## src/hdl/wake_pkg.sv

```systemverilog
// shared constants and carrier types for the wake pattern frame detector
// assumes a byte-wide receive stream with one valid strobe per byte
package wake_pkg;
   localparam int          BYTE_W     = 8;
   localparam int          ADDR_BYTES = 6;
   localparam int          SYNC_BYTES = 6;
   localparam int          COPIES     = 16;
   localparam logic [7:0]  SYNC_BYTE  = 8'hff;
   localparam logic [2:0]  IDX_ZERO   = 3'h0;
   localparam logic [2:0]  IDX_LAST   = 3'h5;
   localparam logic [2:0]  SYNC_LAST  = 3'h5;
   localparam logic [4:0]  COPY_ZERO  = 5'h00;
   localparam logic [4:0]  COPY_LAST  = 5'h0f;

   // one received byte with frame markers
   typedef struct packed {
      logic       valid;
      logic       sof;
      logic       eof;
      logic [7:0] data;
   } rx_byte_t;

   // verdict of the receive path on the frame that just ended
   typedef struct packed {
      logic addr_ok;
      logic fcs_ok;
   } rx_status_t;

   typedef enum logic [2:0] {
      ST_SYNC = 3'b001,
      ST_ADDR = 3'b010,
      ST_DONE = 3'b100
   } match_state_t;
endpackage

```

## src/hdl/wake_pattern_frame_detector.sv

```systemverilog
// wake pattern frame detector: scans received bytes for the wake sequence
// assumes rx bytes and end-of-frame status are synchronous to clk
`timescale 1ns/1ps

// Behaviour
// RQ1 - match only while wake mode enabled
// RQ2 - examine every frame addressed to node
// RQ3 - frame needs address acceptance and good FCS
// RQ4 - broadcast frames qualify when copies match
// RQ5 - sync run of six 0xff bytes
// RQ6 - sixteen unbroken copies of station address
// RQ7 - sequence may start anywhere in frame
// RQ8 - payload protocol is not inspected
// RQ9 - no sequence means no alert
// RQ10 - full sequence raises wake alert
// RQ11 - mismatch restarts, current byte reconsidered
// RQ12 - alert only at good end of frame
module wake_pattern_frame_detector
   import wake_pkg::*;
(
   input  wire logic        clk,
   input  wire logic        rst_b,
   input  wire logic        wake_en,
   input  wire logic [47:0] station_addr,
   input  wire rx_byte_t    rx,
   input  wire rx_status_t  rx_stat,
   output logic             wake_alert
);

   match_state_t state_q, state_d;
   logic [2:0]   sync_cnt_q, sync_cnt_d;
   logic [2:0]   idx_q, idx_d;
   logic [4:0]   copy_q, copy_d;
   logic         found_q, found_d;
   logic         alert_q, alert_d;
   logic         seq_hit;

   // byte i of the station address, first transmitted byte is the top octet
   function automatic logic [7:0] addr_byte(input logic [47:0] a, input logic [2:0] i);
      addr_byte = a[BYTE_W * (ADDR_BYTES - 1 - int'(i)) +: BYTE_W];
   endfunction

   function automatic logic is_sync(input logic [7:0] b);
      is_sync = (b == SYNC_BYTE);
   endfunction

   always_comb begin
      state_d    = state_q;
      sync_cnt_d = sync_cnt_q;
      idx_d      = idx_q;
      copy_d     = copy_q;
      found_d    = found_q;
      alert_d    = 1'b0;
      seq_hit    = 1'b0;
      if (!wake_en) begin                                    // RQ1
         state_d    = ST_SYNC;
         sync_cnt_d = IDX_ZERO;
         found_d    = 1'b0;
      end else if (rx.valid) begin
         if (rx.sof) begin                                   // RQ2
            state_d    = ST_SYNC;
            sync_cnt_d = IDX_ZERO;
            idx_d      = IDX_ZERO;
            copy_d     = COPY_ZERO;
            found_d    = 1'b0;
         end
         // raw byte scan with no protocol parsing, starting at any offset
         case (rx.sof ? ST_SYNC : state_q)                   // RQ7 RQ8
            ST_SYNC: begin
               if (is_sync(rx.data)) begin                   // RQ5
                  if ((rx.sof ? IDX_ZERO : sync_cnt_q) == SYNC_LAST) begin
                     state_d = ST_ADDR;
                     idx_d   = IDX_ZERO;
                     copy_d  = COPY_ZERO;
                  end else begin
                     sync_cnt_d = (rx.sof ? IDX_ZERO : sync_cnt_q) + 3'h1;
                  end
               end else begin
                  sync_cnt_d = IDX_ZERO;
               end
            end
            ST_ADDR: begin
               if (rx.data == addr_byte(station_addr, idx_q)) begin  // RQ6
                  if (idx_q == IDX_LAST) begin
                     idx_d = IDX_ZERO;
                     if (copy_q == COPY_LAST) begin
                        state_d = ST_DONE;
                        found_d = 1'b1;
                     end else begin
                        copy_d = copy_q + 5'h01;
                     end
                  end else begin
                     idx_d = idx_q + 3'h1;
                  end
               end else if (is_sync(rx.data)) begin          // RQ11
                  // extra 0xff ahead of the address keeps the run alive;
                  // otherwise this byte opens a fresh run
                  state_d    = (idx_q == IDX_ZERO && copy_q == COPY_ZERO) ? ST_ADDR : ST_SYNC;
                  sync_cnt_d = 3'h1;
                  idx_d      = IDX_ZERO;
                  copy_d     = COPY_ZERO;
               end else begin
                  state_d    = ST_SYNC;                      // RQ11
                  sync_cnt_d = IDX_ZERO;
                  idx_d      = IDX_ZERO;
                  copy_d     = COPY_ZERO;
               end
            end
            ST_DONE: ;
            default: state_d = ST_SYNC;
         endcase
         if (rx.eof) begin
            // the eof byte itself may complete the sequence, so judge the flag first
            seq_hit    = found_d;                                     // RQ9
            // addr_ok covers own, multicast and broadcast destinations
            alert_d    = seq_hit & rx_stat.addr_ok & rx_stat.fcs_ok;  // RQ12 RQ3 RQ4 RQ10
            state_d    = ST_SYNC;
            sync_cnt_d = IDX_ZERO;
            found_d    = 1'b0;
         end
      end
   end

   always_ff @(posedge clk or negedge rst_b) begin
      if (!rst_b) begin
         state_q    <= ST_SYNC;
         sync_cnt_q <= IDX_ZERO;
         idx_q      <= IDX_ZERO;
         copy_q     <= COPY_ZERO;
         found_q    <= 1'b0;
         alert_q    <= 1'b0;
      end else begin
         state_q    <= state_d;
         sync_cnt_q <= sync_cnt_d;
         idx_q      <= idx_d;
         copy_q     <= copy_d;
         found_q    <= found_d;
         alert_q    <= alert_d;
      end
   end

   assign wake_alert = alert_q;

   a_alert_needs_eof: assert property ( // RQ12
      @(posedge clk) disable iff (!rst_b)
      wake_alert |-> $past(rx.valid && rx.eof && rx_stat.fcs_ok && rx_stat.addr_ok))
      else $error("alert without good end of frame");

   a_alert_needs_en: assert property ( // RQ1
      @(posedge clk) disable iff (!rst_b)
      wake_alert |-> $past(wake_en))
      else $error("alert while wake mode off");

   // reads the match state itself so that it does not lean on seq_hit
   a_alert_needs_match: assert property ( // RQ10
      @(posedge clk) disable iff (!rst_b)
      wake_alert |-> $past(state_q == ST_DONE ||
         (state_q == ST_ADDR && idx_q == IDX_LAST && copy_q == COPY_LAST)))
      else $error("alert without full sequence");

   a_no_alert_nomatch: assert property ( // RQ9
      @(posedge clk) disable iff (!rst_b)
      (rx.valid && rx.eof && !seq_hit) |=> !wake_alert)
      else $error("alert on frame without sequence");

   a_good_match_alerts: assert property ( // RQ10
      @(posedge clk) disable iff (!rst_b)
      (wake_en && rx.valid && rx.eof && seq_hit && rx_stat.fcs_ok && rx_stat.addr_ok)
      |=> wake_alert)
      else $error("missed wake alert");

   a_bad_fcs_quiet: assert property ( // RQ3
      @(posedge clk) disable iff (!rst_b)
      (rx.valid && rx.eof && !rx_stat.fcs_ok) |=> !wake_alert)
      else $error("alert on errored frame");

   a_bad_addr_quiet: assert property ( // RQ3
      @(posedge clk) disable iff (!rst_b)
      (rx.valid && rx.eof && !rx_stat.addr_ok) |=> !wake_alert)
      else $error("alert on rejected destination");

   a_sync_to_addr: assert property ( // RQ5
      @(posedge clk) disable iff (!rst_b)
      (wake_en && rx.valid && !rx.sof && !rx.eof && state_q == ST_SYNC
       && sync_cnt_q == SYNC_LAST && is_sync(rx.data)) |=> state_q == ST_ADDR)
      else $error("sync run not accepted");

   a_sync_break: assert property ( // RQ5
      @(posedge clk) disable iff (!rst_b)
      (wake_en && rx.valid && !rx.sof && !rx.eof && state_q == ST_SYNC
       && !is_sync(rx.data)) |=> (state_q == ST_SYNC && sync_cnt_q == IDX_ZERO))
      else $error("broken sync run kept counting");

   a_mismatch_restart: assert property ( // RQ11
      @(posedge clk) disable iff (!rst_b)
      (wake_en && rx.valid && !rx.sof && !rx.eof && state_q == ST_ADDR
       && rx.data != addr_byte(station_addr, idx_q) && !is_sync(rx.data))
      |=> state_q == ST_SYNC && copy_q == COPY_ZERO)
      else $error("mismatch did not restart");

   a_alert_one_cycle: assert property ( // RQ10
      @(posedge clk) disable iff (!rst_b)
      wake_alert |=> !wake_alert)
      else $error("alert stretched");

   a_off_clears: assert property ( // RQ1
      @(posedge clk) disable iff (!rst_b)
      !wake_en |=> (state_q == ST_SYNC && !found_q))
      else $error("matcher kept state while wake mode off");

   a_sof_restart: assert property ( // RQ2
      @(posedge clk) disable iff (!rst_b)
      (wake_en && rx.valid && rx.sof && !is_sync(rx.data))
      |=> (state_q == ST_SYNC && sync_cnt_q == IDX_ZERO && !found_q))
      else $error("new frame did not restart the matcher");

   a_done_holds: assert property ( // RQ10
      @(posedge clk) disable iff (!rst_b)
      (wake_en && state_q == ST_DONE && !(rx.valid && (rx.sof || rx.eof)))
      |=> (state_q == ST_DONE && found_q))
      else $error("found sequence lost before end of frame");


   c_match_found: cover property (@(posedge clk) disable iff (!rst_b) state_q == ST_DONE);
   c_alert: cover property (@(posedge clk) disable iff (!rst_b) wake_alert);
   c_restart: cover property (@(posedge clk) disable iff (!rst_b)
      state_q == ST_ADDR ##1 state_q == ST_SYNC);
   c_bad_frame_drop: cover property (@(posedge clk) disable iff (!rst_b)
      rx.valid && rx.eof && seq_hit && !rx_stat.fcs_ok);
   c_extra_sync: cover property (@(posedge clk) disable iff (!rst_b)
      rx.valid && state_q == ST_ADDR && idx_q == IDX_ZERO && copy_q == COPY_ZERO
      && is_sync(rx.data));
endmodule

```

## config.mk

```make
export PLATFORM = sky130hd
export DESIGN_NAME = wake_pattern_frame_detector
export DESIGN_NICKNAME = d
export VERILOG_FILES = /design/src/hdl/wake_pkg.sv /design/src/hdl/wake_pattern_frame_detector.sv
export SDC_FILE = /design/constraint.sdc
export NUM_CORES = 1
export LEC_CHECK = 0
export BUFFER_PORTS_ARGS = -buffer_cell sky130_fd_sc_hd__buf_2
export CAP_MARGIN = 20
export CORE_MARGIN = 5
export CORE_UTILIZATION = 40
export CTS_CLUSTER_SIZE = 14
export DETAILED_ROUTE_END_ITERATION = 7
export PLACE_DENSITY = 0.68
export SETUP_SLACK_MARGIN = 0.15
export SLEW_MARGIN = 20
export SYNTH_ARGS = -nofsm -noshare
export SYNTH_HDL_FRONTEND = slang
export SYNTH_SLANG_ARGS = --single-unit
```

## constraint.sdc

```tcl
create_clock -name clk -period 3.6 [get_ports clk]
set_input_delay 0.36 -clock clk [delete_from_list [all_inputs] [get_ports clk]]
set_output_delay 0.36 -clock clk [all_outputs]
set_load 0.01 [all_outputs]
```

==> impl_metrics.py, run 1 <==
metrics = {
    "outcome": {
        "status": "finished clean",
    },
    "grt": {
        "grt_usage_pct": 16.8,
        "overflow": 0,
        "grt_max_degree": 17,
        "top_usage_layer": "met2",
        "grtUsageMet1_pct": 20.8,
        "grt_pass1_vias": 1700,
        "grt_pass1_wl_um": 7490,
        "met3_usage_pct": 3.07,
        "use_met2_pct": 30.9,
        "antenna_found_initial": 0,
    },
    "cts": {
        "clk_latency_ns": 0.25,
        "cts_sinks": 16,
        "postCtsSetupBuffers": 0,
        "cts_tree": "yes",
        "cts_max_path_buffers": 2,
        "post_cts_resized": 0,
        "cts_hold_buffers": 0,
        "htreeDepth": 1,
        "clkSlewWorstSetupHoldPaths_ns": 0.06,
        "cts_buffers": 3,
        "cts_root_buf": "clkbuf_8",
    },
    "finish": {
        "area_growth_pct": 27.1,
        "nets": 329,
        "n_fill_cell": 390,
        "drive_gt1_share_pct": 39.1,
        "layout.cells.non_filler": 306,
        "antenna_cells": 0,
        "fin_area_um2": 2130,
        "fin_util_pct": 52.9,
    },
    "power_and_ir_drop": {
        "peakVddDrop_v": 0.000147,
        "cellLeakagePower_nw": 1.01,
        "finalPower_uw": 419,
        "powerDensity_nw_per_um2": 197,
    },
    "synth": {
        "ys_seq_area_share_pct": 24.0,
        "synth_edf_count": 0,
        "synth_top_area_cell": "dfrtp_1",
        "syn_nets": 259,
        "synth_cells": 187,
        "synth_area_um2": 1680,
        "yosys_warnings": 0,
        "synth_top_area_share_pct": 22.4,
        "synth_flop_cell": "dfrtp_1",
        "synth_seq_cells": 16,
        "yosysMostFrequentCell": "dfrtp_1",
        "synth.avg_cell_area_um2": 8.97,
        "yosys-top-cells-count": "dfrtp_1 (15), nand2_1 (12), o21ai_0 (12)",
        "ys_types": 49,
        "synth_area_leaders": "dfrtp_1 (22%), mux2_2 (6.0%), ha_1 (6.0%)",
        "async_flop_share_pct": 100,
    },
    "worst_setup_path": {
        "cp.required_ns": 3.77,
        "critical_path.endpoint_type": "register",
        "arrival_ns": 3.36,
        "worst_setup_path_start_kind": "register",
        "path_max_fanout": 11,
        "crit_type": "reg2reg",
    },
    "flow_run": {
        "cap_violations": 0,
    },
    "placement": {
        "placed_cell_area_um2": 2060,
        "portBuffers": 64,
        "placed_cells": 302,
        "dpl.hpwl_um": 3610,
        "place_congestion": 0.824,
    },
    "sta": {
        "hold_viol": 0,
        "period_needed_ns": 3.20,
        "rsz0062_at_grt": "false",
        "final.setup_skew_ns": 0.00109,
        "slew_viol_final": 0,
        "fin_tns_setup_ns": 0,
        "relSlewSlack_pct": 61.5,
        "fmax_mhz": 313,
        "post-route-period-util_pct": 88.8,
        "finalSetupViolCount": 0,
        "tightest_slew_ns": 0.578,
    },
    "route": {
        "via_per_inst": 5.44,
        "first_iter_violations": 116,
        "drc": 0,
        "first_pass_iters": 6,
        "routed_wl_um": 4350,
        "wire_per_inst_um": 14.2,
        "ant_nets": 0,
        "route.vias.total": 1666,
    },
    "die": {
        "initial_utilization_pct": 41.6,
        "die_area_um2": 5590,
        "die_x_um": 74.7,
        "design.core.area_um2": 4030,
        "die_h_um": 74.7,
        "rows": 23,
        "pin_count": 65,
    },
    "min_path": {
        "hold_class": "in2async",
    },
}
==> power breakdown <==
part,internal (mW),total (mW),switching [mW]
Sequential,0.180,0.180,0.000209
Clock,0.0970,0.158,0.0615
Combinational,0.0464,0.0808,0.0344
Total,0.323,0.419,0.0961
==> logic make-up after synthesis <==
logic type / count (synthesis) / synth area share (%)
fa+ha+maj: 8 / 5.97
compound gates: 51 / 21.5
buf+inv: 13 / 4.48
flops: 16 / 24.0
xor+xnor: 9 / 4.70
simple gates: 63 / 20.8
mux: 27 / 18.6
==> sequential cells by signal, indices dropped and copies added, names as in the netlist <==
| register | flops |
|---|---|
| found_q | 1 |
| state_q | 3 |
| wake_alert | 1 |
| copy_q | 5 |
| idx_q | 3 |
| sync_cnt_q | 3 |
==> cell usage in the layout, fill, tap and decap left out, drive strengths merged, types with 4 or more instances in the layout <==
cell type  instances
a21oi              9
nor2              10
a222oi             5
ha                 8
dfrtp             15
inv                7
a22o               4
o21ai             13
nor3               6
xor2               7
o22ai              4
or2                4
buf               71
clkbuf             4
nor3b              4
mux2              18
nand2             12
nand3              4
mux2i              9
nand2b             4
==> through the flow <==
| stage | hold WS [ns] | setup WS (ns) |
|---|---|---|
| 2_1_floorplan | 0.0644 | 0.448 |
| 4_1_cts | 0.0253 | 0.171 |
| 3_5_place_dp | 0.299 | 0.194 |
| 3_3_place_gp | 0.301 | 0.277 |
| 6_report | 0.0151 | 0.402 |
| 5_1_grt | 0.0411 | 0.233 |
==> layout make-up <==
cell class                      count  area [um2]  share of cell area [%]
Multi-Input combinational cell    158        1210                    56.9
Sequential cell                    16         402                    18.8
Timing Repair Buffer               71         373                    17.5
Tap cell                           50        62.6                    2.94
Clock buffer                        4        55.1                    2.58
Inverter                            7        26.3                    1.23
==> worst paths after layout <==
path / from / endpoint / slack [ns] / cells after the start
min reg2reg: found_q$_DFFE_PN0P_ / found_q$_DFFE_PN0P_ / 0.49 / 2
max reg2reg: idx_q[2]$_DFFE_PN0P_ / wake_alert$_DFF_PN0_ / 0.40 / 8
min: rst_b / wake_alert$_DFF_PN0_ / 0.02 / 1
max: idx_q[2]$_DFFE_PN0P_ / wake_alert$_DFF_PN0_ / 0.40 / 8
min in group clk: rx_stat[0] / wake_alert$_DFF_PN0_ / 0.36 / 3
max in group asynchronous: rst_b / state_q[0]$_DFFE_PN1P_ / 3.28 / 1
==> routing by layer <==
| layer | vias to the layer above | wire length, um |
|---|---|---|
| li1 | 850 | - |
| met1 | 770 | 1900 |
| met2 | 44 | 2270 |
| met3 | 2 | 165 |
| met4 | 0 | 14 |
| met5 | - | 0 |
==> worst max-delay path: stages (launching register included) <==
cell and delay, ns:
dfrtp_1 0.44, ha_4 0.39, mux2_2 0.35, a222oi_1 0.36, xor2_1 0.19, o21ai_1 0.08, or4_1 0.59, or3_1 0.47
a211oi_2 0.23
Power figures use the tool's default switching activity.
==> run 2, diff against run 1 <==
--- a/config.mk
+++ b/config.mk
@@ -7,6 +7,7 @@
 export LEC_CHECK = 0
 export BUFFER_PORTS_ARGS = -buffer_cell sky130_fd_sc_hd__buf_2
 export CAP_MARGIN = 20
+export CORE_ASPECT_RATIO = 1.25
 export CORE_MARGIN = 5
 export CORE_UTILIZATION = 40
 export CTS_CLUSTER_SIZE = 14
==> run 2 against run 1 <==
Die area rose by 0.15%. Critical path depth stayed put. Non-clock buffer count unchanged. Clock skew rose by 0.0054 ns. First-iteration DRC count shrank 55%. Combinational power is 2% higher. Critical endpoint is now copy_q[4]$_DFFE_PN0P_. Via count increased by 2.4%. Highest routed layer unchanged. Final cell count increased by 2.0%. Maximum frequency down 4.5%. Worst setup slack worse by 0.15 ns.
==> impl_metrics.py, run 2 (synthesis results as in run 1) <==
metrics = {
    "outcome": {
        "status": "finished clean",
    },
    "worst_setup_path": {
        "r2r-end": "copy_q[4]$_DFFE_PN0P_",
        "worst_setup_path_start_kind": "register",
        "worst-r2r-setup-slack_ns": 0.25,
        "r2r_start": "idx_q[2]$_DFFE_PN0P_",
        "cp.required_ns": 3.77,
        "rr_worst_depth": 8,
        "crit_type": "reg2reg",
        "path_max_fanout": 12,
        "critical_path.endpoint_type": "register",
        "arrival_ns": 3.51,
    },
    "route": {
        "wire_per_inst_um": 14.7,
        "via_per_inst": 5.47,
        "routed_wl_um": 4580,
        "first_iter_violations": 52,
        "route.vias.total": 1706,
        "first_pass_iters": 5,
        "drc": 0,
        "ant_nets": 0,
    },
    "finish": {
        "largest_reg_flops": 5,
        "final_cell_mix": "buf_2 (64), dfrtp_1 (15), nand2_1 (12), o21ai_0 (12), nor2_1 (10)",
        "largest_register": "copy_q",
        "final_common_cell": "buf_2",
        "layout.cells.non_filler": 312,
        "fin_area_um2": 2150,
        "fin_util_pct": 52.8,
        "nets": 329,
        "area_growth_pct": 28.0,
        "antenna_cells": 0,
        "drive_gt1_share_pct": 39.8,
    },
    "power_and_ir_drop": {
        "cellLeakagePower_nw": 1.02,
        "peakVddDrop_v": 0.000208,
        "finalPower_uw": 421,
        "p_sw_share_pct": 23.2,
        "seqPwrFrac_pct": 42.8,
        "comb_power_share_pct": 19.7,
        "intPower_uw": 324,
        "clkPwrFrac_pct": 37.6,
        "p_switching_uw": 97.6,
        "powerDensity_nw_per_um2": 196,
    },
    "cts": {
        "cts_hold_buffers": 0,
        "cts_root_buf": "clkbuf_8",
        "postCtsSetupBuffers": 0,
        "clkSlewWorstSetupHoldPaths_ns": 0.07,
        "cts_buffers": 3,
        "cts_max_path_buffers": 2,
        "cts_tree": "yes",
        "htreeDepth": 1,
        "clk_latency_ns": 0.25,
        "cts_sinks": 16,
    },
    "sta": {
        "fmax_mhz": 299,
        "finalWorstSetupSlack_ns": 0.252,
        "slew_viol_final": 0,
        "fin_tns_setup_ns": 0,
        "relSlewSlack_pct": 61.8,
        "final.setup_skew_ns": 0.00646,
        "tightest_slew_ns": 0.573,
        "holdWs_ns": 0.00988,
        "period_needed_ns": 3.35,
        "post-route-period-util_pct": 93.0,
        "finalSetupViolCount": 0,
        "rsz0062_at_grt": "false",
        "hold_viol": 0,
    },
    "placement": {
        "place_ws_ns": 0.132,
        "placed_cells": 308,
        "placed_cell_area_um2": 2070,
        "place_congestion": 0.761,
        "portBuffers": 64,
        "dpl.hpwl_um": 3650,
    },
    "die": {
        "rows": 26,
        "die_h_um": 82.4,
        "die_x_um": 67.9,
        "die_area_um2": 5590,
        "pin_count": 65,
        "design.core.area_um2": 4070,
        "initial_utilization_pct": 41.2,
    },
    "min_path": {
        "hold_class": "in2async",
    },
    "grt": {
        "overflow": 0,
        "antenna_found_initial": 0,
        "grt_max_degree": 17,
        "grt_pass1_vias": 1609,
        "grt_pass1_wl_um": 7160,
        "grt_usage_pct": 16.5,
    },
    "flow_run": {
        "cap_violations": 0,
    },
}
run 2: layout make-up:
type	instances	area, um2
clock buffers	4	55.1
fillers	393	1920
inverters	7	26.3
multi-input cells	158	1220
flip-flops and latches	16	402
well taps	56	70.1
repair buffers	71	373
run 2: per-layer routing:
layer,up-vias,global-route usage [%],share of wire [%]
met4,0,4.77,1.1
met5,-,0,0
met3,5,2.98,9.3
li1,849,-,-
met2,74,30.6,48
met1,778,19.0,42
run 2: worst max-delay path: stages (launching register included):
cell and delay [ns]:
dfrtp_1 0.43, ha_2 0.51, mux2_2 0.38, a222oi_1 0.37, xor2_1 0.18, o21ai_1 0.10, or4_4 0.59, or4_1 0.53
a21boi_1 0.18
run 2: worst max path at each step:
stage | endpoint | from
2_1_floorplan | copy_q[4]$_DFFE_PN0P_ | idx_q[1]$_DFFE_PN0P_
3_3_place_gp | wake_alert$_DFF_PN0_ | idx_q[2]$_DFFE_PN0P_
3_5_place_dp | copy_q[4]$_DFFE_PN0P_ | idx_q[2]$_DFFE_PN0P_
4_1_cts | idx_q[1]$_DFFE_PN0P_ | idx_q[2]$_DFFE_PN0P_
5_1_grt | copy_q[4]$_DFFE_PN0P_ | idx_q[2]$_DFFE_PN0P_
6_report | copy_q[4]$_DFFE_PN0P_ | idx_q[2]$_DFFE_PN0P_
run 2: repair_timing:
action,in CTS,in global routing
pin swaps,0,0
setup endpoints to repair,10,11
resized for setup,1,3
cloned,0,0
run 2: power by group through the flow:
stage | clock [mW] | sequential (mW) | combinational, mW
finish | 0.158 | 0.180 | 0.0828
global route | 0.168 | 0.180 | 0.0912
CTS | 0.161 | 0.180 | 0.0823
detailed placement | 0 | 0.183 | 0.0815
global placement | 0 | 0.183 | 0.0814
floorplan | 0 | 0.183 | 0.0359
==> run 3, diff against run 2 <==
--- a/config.mk
+++ b/config.mk
@@ -8,11 +8,10 @@
 export BUFFER_PORTS_ARGS = -buffer_cell sky130_fd_sc_hd__buf_2
 export CAP_MARGIN = 20
 export CORE_ASPECT_RATIO = 1.25
-export CORE_MARGIN = 5
-export CORE_UTILIZATION = 40
+export CORE_UTILIZATION = 49
 export CTS_CLUSTER_SIZE = 14
 export DETAILED_ROUTE_END_ITERATION = 7
-export PLACE_DENSITY = 0.68
+export PLACE_DENSITY = 0.8
 export SETUP_SLACK_MARGIN = 0.15
 export SLEW_MARGIN = 20
 export SYNTH_ARGS = -nofsm -noshare
==> run 3 against run 2 <==
Hold slack better by 0.0016 ns. Die area down 35%. Sequential power about the same. First-iteration DRC count down 23%. Clock power down 10%. Maximum frequency up 6.3%. Critical path depth unchanged. Clock-buffer cell count unchanged. Total power down 3.7%. Combinational power up 0.7%. Highest routed layer unchanged.
==> impl_metrics.py, run 3 (synthesis results as in run 1) <==
metrics = {
    "route": {
        "drc": 0,
        "first_pass_iters": 5,
        "wire_per_inst_um": 14.9,
        "first_iter_violations": 40,
        "via_per_inst": 5.87,
        "ant_nets": 0,
        "route.vias.total": 1725,
        "routed_wl_um": 4390,
    },
    "sta": {
        "rsz0062_at_grt": "false",
        "post-route-period-util_pct": 87.5,
        "hold_viol": 0,
        "final.setup_skew_ns": 0.00128,
        "tightest_slew_ns": 0.564,
        "fmax_mhz": 318,
        "period_needed_ns": 3.15,
        "fin_tns_setup_ns": 0,
        "slew_viol_final": 0,
        "relSlewSlack_pct": 62.4,
        "finalSetupViolCount": 0,
        "holdWs_ns": 0.0115,
    },
    "grt": {
        "grt_pass1_vias": 1682,
        "top_usage_layer": "met2",
        "grt_pass1_wl_um": 6630,
        "use_met2_pct": 47.7,
        "grt_max_degree": 17,
        "grt_usage_pct": 24.4,
        "grtUsageMet1_pct": 25.3,
        "antenna_found_initial": 0,
        "met3_usage_pct": 2.03,
        "overflow": 0,
    },
    "power_and_ir_drop": {
        "cellLeakagePower_nw": 1.01,
        "finalPower_uw": 406,
        "peakVddDrop_v": 0.000171,
        "powerDensity_nw_per_um2": 192,
    },
    "finish": {
        "area_growth_pct": 26.2,
        "antenna_cells": 0,
        "fin_area_um2": 2120,
        "largest_register": "copy_q",
        "n_fill_cell": 298,
        "final_cell_mix": "buf_2 (64), dfrtp_1 (15), nand2_1 (12), o21ai_0 (12), nor2_1 (10)",
        "drive_gt1_share_pct": 39.3,
        "largest_reg_flops": 5,
        "final_common_cell": "buf_2",
        "nets": 330,
    },
    "cts": {
        "postCtsSetupBuffers": 0,
        "cts_max_path_buffers": 2,
        "clk_latency_ns": 0.25,
        "cts_tree": "yes",
        "clkSlewWorstSetupHoldPaths_ns": 0.06,
        "htreeDepth": 1,
        "cts_buffers": 3,
        "cts_root_buf": "clkbuf_8",
        "cts_hold_buffers": 0,
        "cts_sinks": 16,
    },
    "worst_setup_path": {
        "worst-r2r-setup-slack_ns": 0.45,
        "path_max_fanout": 12,
        "crit_type": "reg2reg",
        "path_buf_inv": 0,
        "crit_path_top_delay_cell": "or4_1",
        "crit_family": "simple AND/OR/NAND/NOR gates",
        "critical_path.endpoint_type": "register",
        "arrival_ns": 3.33,
        "cp.required_ns": 3.78,
        "worst_setup_path_start_kind": "register",
        "path_cells": "ha_4 > mux2_2 > a222oi_1 > xor2_1 > nand4_1 > or4_4 > or4_1 > a21boi_1",
        "critPathMaxStageDelay_ns": 0.53,
    },
    "flow_run": {
        "cap_violations": 0,
    },
    "placement": {
        "portBuffers": 64,
        "place_congestion": 0.889,
        "placed_cell_area_um2": 2050,
        "dpl.hpwl_um": 3450,
    },
    "die": {
        "design.core.area_um2": 3220,
        "initial_utilization_pct": 52.0,
        "pin_count": 65,
        "die_h_um": 67.4,
        "rows": 23,
        "die_area_um2": 3660,
        "die_x_um": 54.3,
    },
    "min_path": {
        "hold_class": "in2async",
    },
    "outcome": {
        "status": "finished clean",
    },
}
-- run 3: final timing paths --
path,start,to,depth (start not counted)
worst max register to register,idx_q[2]$_DFFE_PN0P_,copy_q[4]$_DFFE_PN0P_,8
worst min register to register,found_q$_DFFE_PN0P_,found_q$_DFFE_PN0P_,2
worst min-delay path,rst_b,sync_cnt_q[1]$_DFFE_PN0P_,1
worst max-delay path,idx_q[2]$_DFFE_PN0P_,copy_q[4]$_DFFE_PN0P_,8
max in group asynchronous,rst_b,state_q[0]$_DFFE_PN1P_,1
min in group clk,rx_stat[0],wake_alert$_DFF_PN0_,3
-- run 3: final cells by class --
cell class,count,area [um2],share of cell area [%]
clock buffers,4,45.0,2.13
inverters,7,26.3,1.24
multi-input cells,158,1220,57.5
flip-flops and latches,16,402,19.0
well taps,37,46.3,2.19
repair buffers,72,380,18.0
-- run 3: where the power goes --
part           switching (mW)  total, mW  leakage (nW)  internal, mW
logic                  0.0368     0.0834         0.768        0.0466
clock network          0.0635      0.142        0.0228        0.0786
registers            0.000207      0.180         0.220         0.180
total                   0.101      0.406          1.01         0.305
-- run 3: metrics by stage --
stage	utilization, %	instances	setup slack (ns)
2_1_floorplan	-	187	0.448
3_3_place_gp	63.7	290	0.186
3_5_place_dp	63.7	290	0.121
4_1_cts	65.2	294	0.202
5_1_grt	65.6	294	0.272
6_report	65.6	294	0.451
-- run 3: repair_timing --
action,CTS,global route
resized for setup,1,2
pin swaps,0,0
setup endpoints to repair,11,11
endpoints found under the hold margin,0,0
-- run 3: routing by layer --
| metal | routed length (um) | up-vias |
|---|---|---|
| li1 | - | 857 |
| met1 | 1730 | 779 |
| met2 | 2250 | 78 |
| met3 | 305 | 11 |
| met4 | 112 | 0 |
| met5 | 0 | - |
-- run 3: worst register-to-register path, stage by stage, from the launching register on --
cell and delay, ns:
dfrtp_1 0.44, ha_4 0.39, mux2_2 0.35, a222oi_1 0.39
xor2_1 0.20, nand4_1 0.11, or4_4 0.51, or4_1 0.53
a21boi_1 0.15
